--- src/abam_pkg.sv ---
// Constants and carrier types for the access bank address mapper
package abam_pkg;

  localparam int unsigned ADDR_W        = 12;
  localparam int unsigned OFS_W         = 8;
  localparam int unsigned BANK_W        = 4;
  localparam int unsigned DATA_W        = 8;
  localparam int unsigned BANK_CNT      = 16;

  localparam logic [OFS_W-1:0]  ACC_SPLIT     = 8'h80;
  localparam logic [ADDR_W-1:0] ACC_LOW_BASE  = 12'h000;
  localparam logic [ADDR_W-1:0] ACC_HIGH_BASE = 12'hF00;
  localparam logic [BANK_W-1:0] ACC_LOW_BANK  = 4'h0;
  localparam logic [BANK_W-1:0] ACC_HIGH_BANK = 4'hF;
  localparam logic [DATA_W-1:0] BANK_SEL_RST  = 8'h00;
  localparam logic [DATA_W-1:0] RD_ZERO       = 8'h00;
  localparam logic [ADDR_W-1:0] ADDR_RST      = 12'h000;

  typedef struct packed {
    logic              acc;
    logic [OFS_W-1:0]  offset;
    logic              rd;
    logic              wr;
    logic [DATA_W-1:0] wdata;
  } abam_req_t;

  typedef struct packed {
    logic [DATA_W-1:0] bank_sel;
    logic [ADDR_W-1:0] addr;
    logic              rd;
    logic              wr;
    logic [DATA_W-1:0] wdata;
    logic              pend_rd;
    logic              pend_impl;
    logic [DATA_W-1:0] rdata;
    logic              rvalid;
    logic              drop;
  } abam_state_t;

endpackage : abam_pkg

--- src/abam_map.sv ---
// Combinational operand to data address mapping
`timescale 1ns/100ps
module abam_map
(
  // Instruction fields
  input  wire logic                           acc,
  input  wire logic [abam_pkg::OFS_W-1:0]     offset,
  // Current bank
  input  wire logic [abam_pkg::BANK_W-1:0]    bank,
  // Mapped result
  output logic      [abam_pkg::ADDR_W-1:0]    addr,
  output logic      [abam_pkg::BANK_W-1:0]    bank_used
);

  always_comb
  begin
    if (acc)
    begin
      addr = {bank, offset};
    end
    else if (offset < abam_pkg::ACC_SPLIT)
    begin
      addr = abam_pkg::ACC_LOW_BASE + {4'h0, offset};
    end
    else
    begin
      addr = abam_pkg::ACC_HIGH_BASE + {4'h0, offset};
    end
    bank_used = addr[abam_pkg::ADDR_W-1 -: abam_pkg::BANK_W];
  end

endmodule : abam_map

--- src/abam_top.sv ---
// Data memory address mapper with bank select register and access bank
`timescale 1ns/100ps
module abam_top
#(
  parameter logic [15:0] IMPL_MASK = 16'hFFFF
)
(
  // Clock and reset
  input  wire logic                            clock,
  input  wire logic                            sys_rst,
  // Core data access request
  input  wire logic                            req_valid,
  input  wire abam_pkg::abam_req_t             req,
  // Bank register load from decoder
  input  wire logic                            bank_load_en,
  input  wire logic [abam_pkg::DATA_W-1:0]     bank_load_data,
  // Data RAM port
  output logic      [abam_pkg::ADDR_W-1:0]     ram_addr,
  output logic                                 ram_rd_en,
  output logic                                 ram_wr_en,
  output logic      [abam_pkg::DATA_W-1:0]     ram_wr_data,
  input  wire logic [abam_pkg::DATA_W-1:0]     ram_rd_data,
  // Read return and status to core
  output logic                                 rd_valid,
  output logic      [abam_pkg::DATA_W-1:0]     rd_data,
  output logic      [abam_pkg::DATA_W-1:0]     bank_select_register,
  output logic                                 access_dropped
);

  // Access bank needs both of its home banks present
  if (IMPL_MASK[0] !== 1'b1 || IMPL_MASK[15] !== 1'b1)
  begin : g_mask_check
    $error("IMPL_MASK must implement banks 0 and 15");
  end

  abam_pkg::abam_state_t st_ff;
  abam_pkg::abam_state_t nxt_st;

  logic [abam_pkg::ADDR_W-1:0] map_addr;
  logic [abam_pkg::BANK_W-1:0] map_bank;
  logic                        map_impl;

  abam_map u_map
  (
    .acc       (req.acc),
    .offset    (req.offset),
    .bank      (st_ff.bank_sel[abam_pkg::BANK_W-1:0]),
    .addr      (map_addr),
    .bank_used (map_bank)
  );

  assign map_impl = IMPL_MASK[map_bank];

  always_comb
  begin
    nxt_st         = st_ff;
    nxt_st.rd      = 1'b0;
    nxt_st.wr      = 1'b0;
    nxt_st.rvalid  = 1'b0;
    nxt_st.drop    = 1'b0;
    nxt_st.pend_rd = 1'b0;
    if (req_valid)
    begin
      nxt_st.addr      = map_addr;
      nxt_st.wdata     = req.wdata;
      // Read wins if decoder ever raises both
      nxt_st.rd        = req.rd & map_impl;
      nxt_st.wr        = req.wr & ~req.rd & map_impl;
      nxt_st.pend_rd   = req.rd;
      nxt_st.pend_impl = map_impl;
      nxt_st.drop      = ~map_impl & (req.rd | req.wr);
    end
    // RAM answers in the cycle its read enable stands
    if (st_ff.pend_rd)
    begin
      nxt_st.rvalid = 1'b1;
      nxt_st.rdata  = st_ff.pend_impl ? ram_rd_data : abam_pkg::RD_ZERO;
    end
    // Load takes effect for the next request, not the one beside it
    if (bank_load_en)
    begin
      nxt_st.bank_sel = {4'h0, bank_load_data[abam_pkg::BANK_W-1:0]};
    end
  end

  always_ff @(posedge clock)
  begin
    if (sys_rst)
    begin
      st_ff.bank_sel  <= abam_pkg::BANK_SEL_RST;
      st_ff.addr      <= abam_pkg::ADDR_RST;
      st_ff.rd        <= 1'b0;
      st_ff.wr        <= 1'b0;
      st_ff.wdata     <= abam_pkg::RD_ZERO;
      st_ff.pend_rd   <= 1'b0;
      st_ff.pend_impl <= 1'b0;
      st_ff.rdata     <= abam_pkg::RD_ZERO;
      st_ff.rvalid    <= 1'b0;
      st_ff.drop      <= 1'b0;
    end
    else
    begin
      st_ff <= nxt_st;
    end
  end

  assign ram_addr             = st_ff.addr;
  assign ram_rd_en            = st_ff.rd;
  assign ram_wr_en            = st_ff.wr;
  assign ram_wr_data          = st_ff.wdata;
  assign rd_valid             = st_ff.rvalid;
  assign rd_data              = st_ff.rdata;
  assign bank_select_register = st_ff.bank_sel;
  assign access_dropped       = st_ff.drop;
endmodule : abam_top

--- config.mk ---
export PLATFORM = sky130hd
export DESIGN_NAME = abam_top
export DESIGN_NICKNAME = d
export VERILOG_FILES = /design/src/abam_pkg.sv /design/src/abam_map.sv /design/src/abam_top.sv
export SDC_FILE = /design/constraint.sdc
export NUM_CORES = 1
export LEC_CHECK = 0
export BUFFER_PORTS_ARGS = -buffer_cell sky130_fd_sc_hd__buf_4
export CAP_MARGIN = 40
export CORE_UTILIZATION = 25
export CTS_BUF_LIST = sky130_fd_sc_hd__clkbuf_8
export DETAILED_ROUTE_END_ITERATION = 6
export PLACE_DENSITY_LB_ADDON = 0.08
export SLEW_MARGIN = 30
export SYNTH_ARGS = -nofsm -noshare
export SYNTH_HDL_FRONTEND = slang
export SYNTH_SLANG_ARGS = --single-unit
export TNS_END_PERCENT = 20
--- constraint.sdc ---
create_clock -name clock -period 0.8 [get_ports clock]
set_input_delay 0.08 -clock clock [delete_from_list [all_inputs] [get_ports clock]]
set_output_delay 0.08 -clock clock [all_outputs]
set_load 0.05 [all_outputs]
==> reports/metrics.yaml <==
status:
  status: "finished with violations"
  violations: "setup timing"
layout:
  seq_area_sq_um: 776
  antenna_cells: 0
  area_growth_pct: 48.3
  num-nets-final: 249
  fill_cells: 616
  drive_gt1_frac: 0.611
  multiInputGateArea_sq_um: 551
setup_path:
  r2r_slack_ns: -0.08
  cp.required_ns: 1.01
  startpoint_type: "flop"
  crit_chain: "buf_4 -> nand2b_1 -> a21oi_2"
  cp_slowest_stage_delay_ns: 0.36
  cp_data_arrival_time_ns: 1.09
  crit_start: "ram_rd_en$_SDFF_PP0_"
  end_kind: "flop"
  cpMaxStageDelayCell: "dfxtp_4"
  worstReg2RegStart: "ram_rd_en$_SDFF_PP0_"
  cp_max_fo: 9
  endpoint: "rd_data[3]$_SDFFE_PP0P_"
  ff2ff_path_depth: 3
  worst-setup-path-type: "flop to flop"
  r2r-end: "rd_data[3]$_SDFFE_PP0P_"
drt:
  drtIter0Drc: 23
  wl_um: 3520
  ant_nets: 0
  post_drt_wl_per_cell_um: 12.3
  avgViaCountPerCell: 4.15
  drc: 0
  first_pass_iters: 3
  vias: 1188
power_and_ir_drop:
  vdd_drop_max_uv: 1030
  p_leak_nw: 1.06
  p_per_area_nw_per_um2: 1800
yosys:
  yosys.area.top_type_share: 0.450
  synth_area_leader_cell: "dfxtp_1"
  synth.cell_area_sq_um: 1600
  synthTopCellsByArea: "dfxtp_1 (45%), buf_4 (19%), mux2i_1 (12%), nor2_1 (6.1%), nand2b_1 (3.5%)"
  seq_area_frac_synth: 0.450
  synth_cell_types: 18
  avgSynthCellArea_sq_um: 9.66
  synth-seq-cells: 36
  syn_inst: 166
  synth_warnings: 0
grt:
  grtUsageTotal: 0.117
  grt_pass1_vias: 1315
  antenna_found_initial: 0
  gr-total-overflow: 0
  grt_max_degree: 17
  grt_pass1_wl_um: 5810
die:
  die_x_um: 82.1
  die_area_sq_um: 6740
  core_area_sq_um: 6060
  die_h_um: 82.1
  initial_core_util: 0.264
  io_pins: 79
  num_rows: 28
clock_network:
  tritoncts: "built"
  htree_num_levels: 2
  clockBufferDepth: 2
  clk_latency_ns: 0.28
  clk_pin_slew_worst_paths_ns: 0.07
  hold_buffers: 0
  cts.sinks: 36
  cts_buffers: 5
  ctsRootBufferMaster: "clkbuf_8"
sta:
  whs_ns: 0.0291
  finalSetupTns_ns: -2.26
  setup_viol: 43
  grt_setup_unrepaired: "yes"
  setup_ws_ns: -0.0764
  finalCritPeriodShare: 1.10
  finalClockSkew_ns: 0.00495
  fin_crit_ns: 0.876
  slew_violations: 0
  hold_violations: 0
  fmax_ghz: 1.14
hold_path:
  hold_class: "input port to flop"
placement:
  dp.final_hpwl_um: 2530
  portBuffers: 69
  gp_congestion: 0.603
run:
  maxCapViolations: 0
-- flip-flops by register name, indices dropped and copies added (netlist names) --
name                  flops
ram_wr_en                 1
ram_wr_data               8
ram_addr                 12
rd_data                   8
rd_valid                  1
bank_select_register      4
ram_rd_en                 1
st_ff                     1
-- Yosys cell counts --
master,n
nand2_1,4
nor2_1,26
nand2b_1,9
clkbuf_2,1
buf_12,1
buf_4,40
buf_6,1
conb_1,1
dfxtp_1,36
buf_2,3
buf_8,1
a21oi_1,8
and3b_1,1
mux2i_1,20
nand3_1,8
a311oi_1,4
and4bb_2,1
nor2b_1,1
-- layout by cell type, fill, tap and decap left out, types with 2 or more instances in the layout --
cell	Yosys	routed
clkbuf_8	0	6
conb_1	1	5
nand2_1	4	4
dfxtp_4	0	4
a311oi_2	0	2
nand3_1	8	8
a21oi_2	0	2
clkinv_2	0	2
mux2i_1	20	20
buf_8	1	32
nand2b_1	9	9
dfxtp_2	0	32
buf_4	40	44
a21oi_1	8	6
a311oi_1	4	2
buf_6	1	3
nor2_1	26	26
-- metal layers --
layer	part of all wire	global-route usage
met3	0.064	0.0422
met4	0.015	0.0526
met1	0.41	0.125
met5	0	0
met2	0.51	0.204
-- critical path, delay by kind of cell (launching register included) --
kind / cells / cell delay (ns)
AOI/OAI and AO/OA: 1 / 0.13
DFF: 1 / 0.36
buffers and inverters: 1 / 0.16
and+or+nand+nor: 1 / 0.15
-- metrics by stage --
step	util	total power, W	setup WS [ns]	instances	area, sq um
after detailed placement	0.319	0.00283	-0.0684	274	1930
after global routing	0.392	0.00452	-0.117	286	2380
after floorplan	-	0.00265	-0.0430	170	1630
after CTS	0.384	0.00434	-0.0975	286	2330
final	0.392	0.00428	-0.0764	286	2380
after global placement	0.319	0.00282	-0.00673	274	1930
-- timing repair --
item / CTS / global route
pin swaps: 3 / 1
cloned: 0 / 0
setup endpoints to repair: 44 / 46
resized for setup: 96 / 13
setup buffers: 4 / 0
-- final cells by class --
cell class | count | share of cell area
Tap cell | 75 | 0.0395
Clock inverter | 2 | 0.00421
Clock buffer | 6 | 0.0347
Timing Repair Buffer | 80 | 0.364
Sequential cell | 36 | 0.326
Multi-Input combinational cell | 87 | 0.232
-- logic make-up after synthesis --
family | synth area share
flops | 0.450
buf+inv | 0.229
other cells | 0.00234
simple gates | 0.148
mux | 0.125
compound gates | 0.0468
-- report_power, final --
| group | total, W | internal (W) | switching [W] | leakage (nW) |
|---|---|---|---|---|
| clock | 0.00132 | 0.000687 | 0.000637 | 0.0510 |
| combinational | 0.000978 | 0.000444 | 0.000534 | 0.699 |
| sequential | 0.00198 | 0.00189 | 0.0000869 | 0.311 |
| total | 0.00428 | 0.00302 | 0.00126 | 1.06 |
-- worst min path at each step --
stage                                                 to  slack, ns         startpoint  cells after the start
CTS                 bank_select_register[2]$_SDFFE_PP0P_       0.02  bank_load_data[2]                      3
finish                          ram_addr[6]$_SDFFE_PP0P_       0.03            req[16]                      3
global route                 ram_wr_data[3]$_SDFFE_PP0P_       0.03             req[3]                      3
floorplan                    ram_wr_data[5]$_SDFFE_PP0P_       0.23             req[5]                      2
detailed placement  bank_select_register[2]$_SDFFE_PP0P_       0.32  bank_load_data[2]                      3
global placement    bank_select_register[2]$_SDFFE_PP0P_       0.31  bank_load_data[2]                      3
Note: power is estimated with default switching activity, not from simulation.
